## src/logic/charger_ctl_pkg.sv

```systemverilog
// Constants, field positions and carrier types for the charger control registers.
// Assumes a 200 MHz clock and a register port already decoded from the I2C engine.
package charger_ctl_pkg;
    localparam logic [7:0] FLAG_ADDR = 8'h04;
    localparam logic [7:0] PROT_EN_ADDR = 8'h05;
    localparam logic [7:0] SW_CTL_ADDR = 8'h06;
    localparam logic [7:0] PROT_EN_RST = 8'hFE;
    localparam logic [7:0] SW_CTL_RST = 8'h28;
    localparam logic [7:0] FLAG_RST = 8'h00;
    localparam int PE_OVP = 7;
    localparam int PE_IBUS = 6;
    localparam int PE_VBAT = 5;
    localparam int PE_IBAT = 4;
    localparam int PE_OUTV = 3;
    localparam int PE_TBUS = 2;
    localparam int PE_TBAT = 1;
    localparam int PE_PD = 0;
    localparam int SW_DROP_PROT = 7;
    localparam int SW_DROP_ALM = 6;
    localparam int SW_SHUNT = 5;
    localparam int SW_SWITCH = 4;
    localparam int SW_WDT_HI = 3;
    localparam int SW_WDT_LO = 2;
    localparam int SW_REV = 1;
    localparam int SW_SOFT_RST = 0;
    localparam int INT_DROP_ALM = 5;
    localparam int INT_DROP_PROT = 4;
    localparam logic [1:0] WDT_OFF = 2'h0;
    localparam logic [1:0] WDT_HALF = 2'h1;
    localparam logic [1:0] WDT_ONE = 2'h2;
    localparam logic [1:0] WDT_TWO = 2'h3;
    localparam int unsigned CLK_PERIOD_NS = 5;
    localparam int unsigned WDT_STEP_MS = 500;
    localparam int unsigned WDT_STEP_CYCLES = WDT_STEP_MS * 32'd1000000 / CLK_PERIOD_NS;
    localparam int unsigned DROP_GLITCH_NS = 10000;
    localparam logic [11:0] DROP_GLITCH_CYCLES = 12'((DROP_GLITCH_NS + CLK_PERIOD_NS - 1) / CLK_PERIOD_NS);

    typedef struct packed {
        logic drop_alarm;
        logic drop_protect;
        logic hw_fault;
        logic battery_hot;
        logic input_hot;
        logic input_uvlo;
        logic input_ov;
    } sense_t;

    typedef struct packed {
        logic input_overvoltage_guard_on;
        logic input_current_loop_on;
        logic cell_voltage_loop_on;
        logic charge_current_loop_on;
        logic output_voltage_loop_on;
        logic input_thermistor_guard_on;
        logic battery_thermistor_guard_on;
        logic input_pulldown_on;
        logic shunt_value_select;
        logic reverse_limit_select;
    } ctl_t;

    typedef struct packed {
        logic rd;
        logic wr;
        logic [7:0] addr;
        logic [7:0] wdata;
    } reg_req_t;
endpackage

```

## src/logic/protection_switch_control_regs.sv

```systemverilog
// Protection enable and switch control registers with host watchdog and switch gating.
// Assumes the I2C engine delivers one-cycle rd/wr strobes; comparator inputs are asynchronous.
`timescale 1ns/1ps

module protection_switch_control_regs #(
    parameter int unsigned WDT_STEP = charger_ctl_pkg::WDT_STEP_CYCLES
) (
    input wire logic clock,
    input wire logic arst_n,
    input wire logic reset_pin_n,
    input wire charger_ctl_pkg::reg_req_t reg_req,
    input wire charger_ctl_pkg::sense_t sense,
    output logic [7:0] rdata,
    output charger_ctl_pkg::ctl_t ctl,
    output logic switch_closed,
    output logic drop_protection_flag,
    output logic drop_alarm_flag,
    output logic watchdog_irq
);
    import charger_ctl_pkg::*;

    logic [1:0] rst_s_q;
    logic rst_n;
    logic [2:0] pin_s_q, pin_s_d;
    logic pin_f_q, pin_f_d, pin_fall;
    sense_t s1_q, s2_q, s3_q, sf_q, sf_d;
    logic [7:0] prot_q, prot_d, sw_q, sw_d, rdata_q, rdata_d, flag_v;
    logic [31:0] wdt_cnt_q, wdt_cnt_d, wdt_limit;
    logic [11:0] glitch_q, glitch_d;
    logic drop_q, drop_d, alarm_q, alarm_d, switch_q, switch_d, irq_q, irq_d;
    logic access, soft_rst, wdt_on, wdt_expire, trip, fault_open, regs_reset, rd_flags;

    // Reset release through two flops so all logic leaves reset on one edge
    always_ff @(posedge clock or negedge arst_n) begin
        if (!arst_n) begin
            rst_s_q <= 2'h0;
        end else begin
            rst_s_q <= {rst_s_q[0], 1'b1};
        end
    end
    assign rst_n = rst_s_q[1];

    // Pin and comparator synchronisers; a change counts once stages two and three agree
    always_comb begin
        pin_s_d = {pin_s_q[1:0], reset_pin_n};
        pin_f_d = (pin_s_q[1] == pin_s_q[2]) ? pin_s_q[2] : pin_f_q;
        pin_fall = pin_f_q & ~pin_s_q[1] & ~pin_s_q[2];
        sf_d = (s2_q & s3_q) | (sf_q & (s2_q | s3_q));
    end

    always_ff @(posedge clock or negedge rst_n) begin
        if (!rst_n) begin
            pin_s_q <= 3'h7;
            pin_f_q <= 1'b1;
            s1_q <= '0;
            s2_q <= '0;
            s3_q <= '0;
            sf_q <= '0;
        end else begin
            pin_s_q <= pin_s_d;
            pin_f_q <= pin_f_d;
            s1_q <= sense;
            s2_q <= s1_q;
            s3_q <= s2_q;
            sf_q <= sf_d;
        end
    end

    // Watchdog, drop filter, protection decisions and register updates
    always_comb begin
        access = reg_req.rd | reg_req.wr;
        soft_rst = reg_req.wr && reg_req.addr == SW_CTL_ADDR && reg_req.wdata[SW_SOFT_RST];
        rd_flags = reg_req.rd && reg_req.addr == FLAG_ADDR;
        unique case (sw_q[SW_WDT_HI:SW_WDT_LO])
            WDT_OFF: wdt_limit = 32'h0;
            WDT_HALF: wdt_limit = WDT_STEP;
            WDT_ONE: wdt_limit = 32'(2 * WDT_STEP);
            WDT_TWO: wdt_limit = 32'(4 * WDT_STEP);
        endcase
        wdt_on = sw_q[SW_WDT_HI:SW_WDT_LO] != WDT_OFF;
        // A pin reset may shorten the limit, so it restarts the count; >= stops a count from running past it
        wdt_expire = wdt_on && !access && wdt_cnt_q >= wdt_limit - 32'h1;
        wdt_cnt_d = (!wdt_on || access || wdt_expire || pin_fall) ? 32'h0 : wdt_cnt_q + 32'h1;
        if (!sf_q.drop_protect) begin
            glitch_d = 12'h0;
        end else if (glitch_q == DROP_GLITCH_CYCLES) begin
            glitch_d = glitch_q;
        end else begin
            glitch_d = glitch_q + 12'h1;
        end
        trip = sw_q[SW_DROP_PROT] && glitch_q == DROP_GLITCH_CYCLES;
        fault_open = (sf_q.input_ov & prot_q[PE_OVP])
            | (sf_q.input_hot & prot_q[PE_TBUS])
            | (sf_q.battery_hot & prot_q[PE_TBAT])
            | sf_q.hw_fault | trip | wdt_expire;
        regs_reset = pin_fall | soft_rst | wdt_expire;
        prot_d = prot_q;
        sw_d = sw_q;
        if (reg_req.wr && reg_req.addr == PROT_EN_ADDR) begin
            prot_d = reg_req.wdata;
        end
        if (reg_req.wr && reg_req.addr == SW_CTL_ADDR) begin
            sw_d = {reg_req.wdata[7:1], 1'b0};
        end
        // Hardware clear beats a same-cycle host write: safety over software intent
        if (fault_open) begin
            sw_d[SW_SWITCH] = 1'b0;
        end
        if (regs_reset) begin
            prot_d = PROT_EN_RST;
            sw_d = SW_CTL_RST;
        end
        // Undervoltage holds the switch open but leaves the enable bit alone
        switch_d = sw_d[SW_SWITCH] & ~sf_q.input_uvlo;
        drop_d = trip | (drop_q & ~rd_flags & ~regs_reset);
        alarm_d = (sw_q[SW_DROP_ALM] & sf_q.drop_alarm) | (alarm_q & ~rd_flags & ~regs_reset);
        irq_d = wdt_expire;
        flag_v = FLAG_RST;
        flag_v[INT_DROP_ALM] = alarm_q;
        flag_v[INT_DROP_PROT] = drop_q;
        rdata_d = rdata_q;
        if (reg_req.rd) begin
            unique case (reg_req.addr)
                FLAG_ADDR: rdata_d = flag_v;
                PROT_EN_ADDR: rdata_d = prot_q;
                SW_CTL_ADDR: rdata_d = sw_q;
                default: rdata_d = 8'h00;
            endcase
        end
    end

    always_ff @(posedge clock or negedge rst_n) begin
        if (!rst_n) begin
            prot_q <= PROT_EN_RST;
            sw_q <= SW_CTL_RST;
            wdt_cnt_q <= 32'h0;
            glitch_q <= 12'h0;
            drop_q <= 1'b0;
            alarm_q <= 1'b0;
            switch_q <= 1'b0;
            irq_q <= 1'b0;
            rdata_q <= 8'h00;
        end else begin
            prot_q <= prot_d;
            sw_q <= sw_d;
            wdt_cnt_q <= wdt_cnt_d;
            glitch_q <= glitch_d;
            drop_q <= drop_d;
            alarm_q <= alarm_d;
            switch_q <= switch_d;
            irq_q <= irq_d;
            rdata_q <= rdata_d;
        end
    end

    assign rdata = rdata_q;
    assign switch_closed = switch_q;
    assign drop_protection_flag = drop_q;
    assign drop_alarm_flag = alarm_q;
    assign watchdog_irq = irq_q;
    assign ctl.input_overvoltage_guard_on = prot_q[PE_OVP];
    assign ctl.input_current_loop_on = prot_q[PE_IBUS];
    assign ctl.cell_voltage_loop_on = prot_q[PE_VBAT];
    assign ctl.charge_current_loop_on = prot_q[PE_IBAT];
    assign ctl.output_voltage_loop_on = prot_q[PE_OUTV];
    assign ctl.input_thermistor_guard_on = prot_q[PE_TBUS];
    assign ctl.battery_thermistor_guard_on = prot_q[PE_TBAT];
    assign ctl.input_pulldown_on = prot_q[PE_PD];
    assign ctl.shunt_value_select = sw_q[SW_SHUNT];
    assign ctl.reverse_limit_select = sw_q[SW_REV];
endmodule // protection_switch_control_regs

```

## config.mk

```make
export PLATFORM = sky130hd
export DESIGN_NAME = protection_switch_control_regs
export DESIGN_NICKNAME = d
export VERILOG_FILES = /design/src/logic/charger_ctl_pkg.sv /design/src/logic/protection_switch_control_regs.sv
export SDC_FILE = /design/constraint.sdc
export NUM_CORES = 1
export LEC_CHECK = 0
export BUFFER_PORTS_ARGS = -buffer_cell sky130_fd_sc_hd__buf_4
export CAP_MARGIN = 20
export CORE_ASPECT_RATIO = 0.75
export CORE_MARGIN = 5
export CORE_UTILIZATION = 60
export DETAILED_ROUTE_END_ITERATION = 16
export HOLD_SLACK_MARGIN = 0.06
export PLACE_DENSITY_LB_ADDON = 0.25
export SYNTH_ARGS = -nofsm -noshare
export SYNTH_HDL_FRONTEND = slang
export SYNTH_SLANG_ARGS = --single-unit
```

## constraint.sdc

```tcl
create_clock -name clock -period 4.7 [get_ports clock]
set_input_delay 0.94 -clock clock [delete_from_list [all_inputs] [get_ports clock]]
set_output_delay 0.94 -clock clock [all_outputs]
set_load 0.05 [all_outputs]
```

==> impl_results.md, run 1 <==
* Sw Pwr at 0.460 mW
* Routability cong. at 0.885
* First-pass GRT wire length at 18.4 mm
* Synthesized flop and latch total at 105
* Post-DP HPWL at 7.70 mm
* Flop-to-flop setup slack at 1540 ps
* Fill cells at 630
* Clock power frac at 42.0%
* Sequential share of power at 52.7%
* Total gr overflow at 0
* Sequential area share after synthesis at 51.3%
* Mux cell area share after synthesis at 3.50%
* CTS tree: done
* Final Skew at 11.8 ps
* # IOs at 50
* Core ar. at 8420 sq um
* H-tree depth at 3
* EDFF count, synth at 0
* Post-synthesis compound-gate area fraction at 6.07%
* Port Buffers at 49
* Final setup vio count at 0
* TritonCTS sink count at 105
* Largest net degree at the start of global routing at 56
* Vias in the first global route at 3,635
* Setup crit start kind: flip-flop
* Die height at 90.3 um
* ANT cells at 0
* Vias at 3,726
* Detail-routed net length per standard cell at 17.2 um
* Yosys cell types at 53
* Fraction of layout cells with a size suffix above 1 at 18.1%
* Clk_lat worst skew at 350 ps
* Post-layout total power at 1.82 mW
* Final Hold Fails at 0
* Hold Crit Class: flip-flop to asynchronous set/reset pin
* Die Width at 117 um
* Worst Path Max Fanout at 10
* Synth Area in Simple Gates at 19.3%
* Routed wire length at 10.8 mm
* DRT iter0 DRCs at 239
* Max-slew violations at 0
* Largest family of logic cells by synthesized area: simple AND/OR/NAND/NOR gates
* Die area at 10,600 sq um
* Mapped Area at 5150 sq um
* Synth warn at 0
* Site Rows at 29
* Adder-cell share of the synthesized area at 9.81%
* Tot GR Track Use at 22.0%
* Via/cell ratio at 5.95
* Layout area overhead at 15.2%
* Worst slew pin tran at 990 ps
* Antenna violations before repair at 0
* Root Buffer: clkbuf_16
* Top_reg_cell synth: dfrtp_1
* CTS buffer count at 9
* Post-synth ARST share at 100%
* Initial Utilization at 61.2%
* RSZ-0062 raised after global routing: no
* Slowest cell on the critical path: dfstp_2
* Setup TNS at 0 ps
* Crit Path Class: flip-flop to flip-flop
* Pint at 1.36 mW
* Switch share at 25.3%
* Gate count of the mapped netlist at 466
* FMAX at 317 MHz
* Hold Buf Count CTS at 0
* Slew headroom at 33.4%
* Most common cell on crit path: ha_1
* Clock-pin slew on the worst setup and hold paths at 80 ps
* DRC at 0
* Post-route clock period utilization at 67.1%
* Worst Path Buf+Inv at 1
* P_leak at 2.72 nW
* Worst IR Drop VDD at 0.000348 V
* Avg Cell Area, Syn at 11.1 sq um
* Combinational share of power at 5.3%
* Post-synthesis xor/xnor area fraction at 7.14%
* Synthesized net count at 528
* Post-CTS sizing at 0
* Layout Nets at 575
* Crit-path cells: inv_1 > ha_1 > xor2_1 > ha_1 > nand2_1 > nor4_1 > a221oi_1 > a21o_1 > o21ai_0
* Post-CTS setup buffer count at 0
* Max clock buf depth at 2
* Worst stage delay on the critical path at 610 ps
* Power Dens Cells at 307 nW/um^2
* Tmin final at 3160 ps
* Crit. End Element: flip-flop
* Status: finished, final reports clean
* Top delay family on crit path: compound AO/OA/AOI/OAI gates
* Routed Antenna Nets at 0
* Data required, critical path at 4860 ps
* Drt pass-1 iters at 5
* Crit path DAT at 3320 ps
* Max Cap Viol at 0
==> area by class of cell <==
class	count	area, sq um	share of cell area [%]
repair buffers	53	395	6.66
multi-input cells	325	2360	39.9
well taps	108	135	2.28
clock buffers	9	225	3.80
inverters	19	71.3	1.20
flip-flops and latches	105	2650	44.6
clock inverters	7	93.8	1.58
==> sequential cells by signal, summed over array words and instances, names as in the netlist <==
| signal | cells |
|---|---|
| drop_protection_flag | 1 |
| pin_s_q | 3 |
| s2_q | 7 |
| sf_q | 7 |
| s3_q | 7 |
| switch_closed | 1 |
| pin_f_q | 1 |
| sw_q | 7 |
| drop_alarm_flag | 1 |
| watchdog_irq | 1 |
| rdata | 8 |
| wdt_cnt_q | 32 |
| prot_q | 8 |
| glitch_q | 12 |
| s1_q | 7 |
| rst_s_q | 2 |
==> cell usage after synthesis, drive strengths merged (2+ instances only) <==
library cell	count	area share, %
xor2	21	3.6
nor3b	3	0.44
mux2i	18	3.5
and3	9	1.1
a221oi	2	0.46
and2	12	1.5
maj3	8	1.6
a22o	5	0.85
o21a	2	0.29
nor4	10	1.3
nor3	40	3.9
o21ai	11	1.1
o31ai	2	0.29
buf	6	0.66
a211o	2	0.36
xnor2	21	3.6
o22ai	2	0.24
and4	4	0.68
a21oi	13	1.3
dfrtp	92	45
clkbuf	11	0.80
nor2	13	1.0
inv	19	1.4
dfstp	13	6.6
nand4	17	2.2
nor2b	5	0.61
nand3	33	3.3
a21o	3	0.44
ha	34	8.3
nand2	21	1.5
nor4b	2	0.63
==> power by group through the flow <==
| stage | clock (mW) | sequential [mW] | combinational (mW) |
|---|---|---|---|
| after global placement | 0 | 0.974 | 0.0938 |
| after CTS | 0.787 | 0.960 | 0.0981 |
| final | 0.764 | 0.959 | 0.0973 |
| after detailed placement | 0 | 0.976 | 0.0971 |
| after floorplan | 0 | 0.980 | 0.0477 |
| after global routing | 0.826 | 0.966 | 0.109 |
==> final timing paths <==
path	end	startpoint	cells after the start
worst max-delay path	watchdog_irq	sw_q[3]	9
max in group asynchronous	watchdog_irq	rst_s_q[1]	1
worst min register to register	s1_q[1]	rst_s_q[1]	0
min in group clock	s2_q[6]	s1_q[6]	0
worst max register to register	watchdog_irq	sw_q[3]	9
worst min-delay path	s1_q[1]	rst_s_q[1]	0
==> cell usage in the layout (no fill, tap or decap), types with 3 or more instances in the layout <==
cell       Yosys  routed
a21o_1         3       3
a21oi_1       13      13
a22o_1         5       5
and2_1        12      12
and3_1         9       9
and4_1         4       4
buf_4          2      52
clkbuf_16      0       9
clkinv_8       0       3
dfrtp_1       92      91
dfstp_2       13      13
ha_1          34      34
inv_1         19      19
maj3_1         8       8
mux2i_1       18      18
nand2_1       21      21
nand3_1       32      32
nand4_1       16      16
nor2_1        12      11
nor2b_1        5       5
nor3_1        40      40
nor3b_1        3       3
nor4_1         9       9
o21ai_0       10      10
xnor2_1       21      21
xor2_1        21      21
==> cells by family after synthesis <==
logic type | Yosys count
DFF | 105
AOI/OAI and AO/OA | 46
other | 1
muxes | 18
buffers and inverters | 36
adders and majority gates | 42
xor gates and xnor gates | 42
and+or+nand+nor | 176
==> per-stage QoR <==
| stage | hold slack [ps] | util (%) | cells | instance area, sq um | setup WS [ps] |
|---|---|---|---|---|---|
| 2_1_floorplan | 331 | - | 466 | 5150 | 1580 |
| 3_3_place_gp | 332 | 66.6 | 609 | 5610 | 1760 |
| 3_5_place_dp | 335 | 66.6 | 609 | 5610 | 1650 |
| 4_1_cts | 335 | 70.4 | 625 | 5930 | 1630 |
| 5_1_grt | 330 | 70.5 | 626 | 5930 | 1330 |
| 6_report | 347 | 70.5 | 626 | 5930 | 1540 |
==> metal layers <==
metal | wire [um] | vias up | GRT usage, %
li1 | - | 1763 | -
met1 | 5010 | 1831 | 32.9
met2 | 4910 | 107 | 31.3
met3 | 654 | 25 | 5.63
met4 | 217 | 0 | 7.26
met5 | 0 | - | 0
Note: power is estimated with default switching activity, not from simulation.
==> inputs of run 2 (changes only) <==
--- a/config.mk
+++ b/config.mk
@@ -9,7 +9,7 @@
 export CAP_MARGIN = 20
 export CORE_ASPECT_RATIO = 0.75
 export CORE_MARGIN = 5
-export CORE_UTILIZATION = 60
+export CORE_UTILIZATION = 53
 export DETAILED_ROUTE_END_ITERATION = 16
 export HOLD_SLACK_MARGIN = 0.06
 export PLACE_DENSITY_LB_ADDON = 0.25
==> constraint.sdc (replaced) <==
create_clock -name clock -period 2.55 [get_ports clock]
set_input_delay 0.51 -clock clock [delete_from_list [all_inputs] [get_ports clock]]
set_output_delay 0.51 -clock clock [all_outputs]
set_load 0.05 [all_outputs]
==> run 2 against run 1 <==
The run now ends with negative setup slack left. Sequential power rose by 84%. Critical endpoint is now drop_alarm_flag. First-iteration DRC count rose by 6.7%. Die area rose by 12%. Routed wire length rose by 14%. Setup slack got worse by 1700 ps. Flip-flop and latch count did not move. Combinational power rose by 130%. Highest routed layer unchanged. Maximum frequency rose by 18%. Sequential share of layout area fell by 5.3 points. Final cell count rose by 8.1%. Critical path depth rose by 2. Global-route usage fell by 1.7 points.
==> impl_results.md, run 2 (synthesis gave the netlist of run 1 again) <==
* Vias in the first global route at 3,549
* Max Cap Viol at 0
* Crit. End Element: flip-flop
* Final Skew at 10.6 ps
* Crit path DAT at 2910 ps
* P_leak at 2.96 nW
* Flop-to-flop setup slack at -110 ps
* Crit Path Class: flip-flop to flip-flop
* Slew headroom at 62.0%
* CTS tree: done
* Tmin final at 2660 ps
* Violated checks: negative setup slack
* Largest net degree at the start of global routing at 72
* Most flops, register: wdt_cnt_q
* Site Rows at 31
* Post-route clock period utilization at 104%
* Routed Antenna Nets at 0
* Routed wire length at 12.3 mm
* Clock-pin slew on the worst setup and hold paths at 80 ps
* Commonest non-fill, non-tap cell in the layout: dfrtp_1
* Worst Hold Depth at 1
* Max-slew violations at 0
* Die Width at 124 um
* # IOs at 50
* Vias at 3,895
* Initial Utilization at 53.8%
* DRC at 0
* First-pass GRT wire length at 18.4 mm
* Max FFs per register at 32
* Worst IR Drop VDD at 0.000402 V
* Crit path setup slack, layout at -114 ps
* CTS buffer count at 9
* Final Hold Fails at 0
* Post-layout total power at 3.41 mW
* Port Buffers at 49
* Total gr overflow at 0
* Fraction of layout cells with a size suffix above 1 at 33.6%
* FMAX at 375 MHz
* Detail-routed net length per standard cell at 18.2 um
* Routability cong. at 0.903
* Reg2Reg Depth at 11
* Via/cell ratio at 5.75
* Most frequent cells in the layout: dfrtp_1, buf_4, nand3_1, nor3_2, ha_1
* Max clock buf depth at 2
* Core ar. at 9580 sq um
* Clk_lat worst skew at 360 ps
* TritonCTS sink count at 105
* Hold Crit Class: input port to flip-flop
* Worst Path Max Fanout at 4
* Final instance area at 6740 sq um
* Status: finished, violations left
* Layout Nets at 602
* Worst slew pin tran at 570 ps
* RSZ-0062 raised after global routing: yes
* Die area at 11,800 sq um
* Final setup vio count at 50
* Post-DP HPWL at 8.02 mm
* Antenna violations before repair at 0
* Worst hold slack at 253 ps
* Area post-placement at 5870 sq um
* DRT iter0 DRCs at 255
* H-tree depth at 3
* Data required, critical path at 2790 ps
* Die height at 95.4 um
* Largest registers: wdt_cnt_q: 32 flops, glitch_q: 12 flops
* Drt pass-1 iters at 4
* Setup crit start kind: flip-flop
* Layout area overhead at 30.8%
* Tot GR Track Use at 20.3%
* Pre-CTS WS at -159 ps
* Placed cells at 655
* Root Buffer: clkbuf_16
* Post-route insts no fill at 677
* ANT cells at 0
* Power Dens Cells at 505 nW/um^2
run 2: changes by cell type in the layout (fill, tap and decap cells not counted), sizes merged:
| cell | delta |
|---|---|
| dlygate4sd3 | +1 |
| clkbuf | -1 |
| o21ai | +1 |
| buf | +26 |
run 2: worst max-delay path, cell delays in order (launching register included):
cell and delay (ps):
dfstp_2 590, inv_4 60, buf_4 150, ha_1 240, ha_1 340, nand2_2 90, buf_4 160, nor4_2 260
nand3b_1 110, buf_4 180, o21ai_4 280, o31ai_4 100
run 2: final timing paths:
path | end | startpoint
worst min-delay path | s1_q[4] | sense[4]
max in group asynchronous | sw_q[3] | rst_s_q[1]
min in group asynchronous | wdt_cnt_q[26] | rst_s_q[1]
worst max register to register | drop_alarm_flag | sw_q[3]
worst min register to register | wdt_cnt_q[26] | rst_s_q[1]
worst max-delay path | drop_alarm_flag | sw_q[3]
run 2: final cells by class:
type                            instances  area, sq um
Multi-Input combinational cell        326         2850
Sequential cell                       105         2650
Clock inverter                          7         93.8
Inverter                               19         76.3
Timing Repair Buffer                   79          682
Tap cell                              132          165
Clock buffer                            9          225
Fill cell                             649         2840
run 2: repair_timing:
item	in CTS	in global routing
resized for setup	18	66
endpoints found under the setup margin	51	51
hold buffers	1	0
pin swaps	6	13
setup buffers	1	4
cloned	1	1
endpoints found under the hold margin	2	0
run 2: through the flow:
step                      util [%]  setup TNS, ps
final                         70.3          -3350
after global routing          70.3          -7340
after CTS                     66.1              0
after detailed placement      61.3          -3350
after global placement        61.3          -10.1
after floorplan                  -          -1660
run 2: per-layer routing:
| metal | GRT usage, % | routed length [um] | vias to the layer above | share of wire, % |
|---|---|---|---|---|
| li1 | - | - | 1821 | - |
| met1 | 30.8 | 5680 | 1945 | 46 |
| met2 | 29.2 | 5830 | 112 | 47 |
| met3 | 4.74 | 641 | 17 | 5.2 |
| met4 | 5.16 | 175 | 0 | 1.4 |
| met5 | 0 | 0 | - | 0 |
run 2: report_power, final:
| part | internal (mW) | switching, mW |
|---|---|---|
| registers | 1.72 | 0.0482 |
| clock network | 0.712 | 0.701 |
| logic | 0.102 | 0.126 |
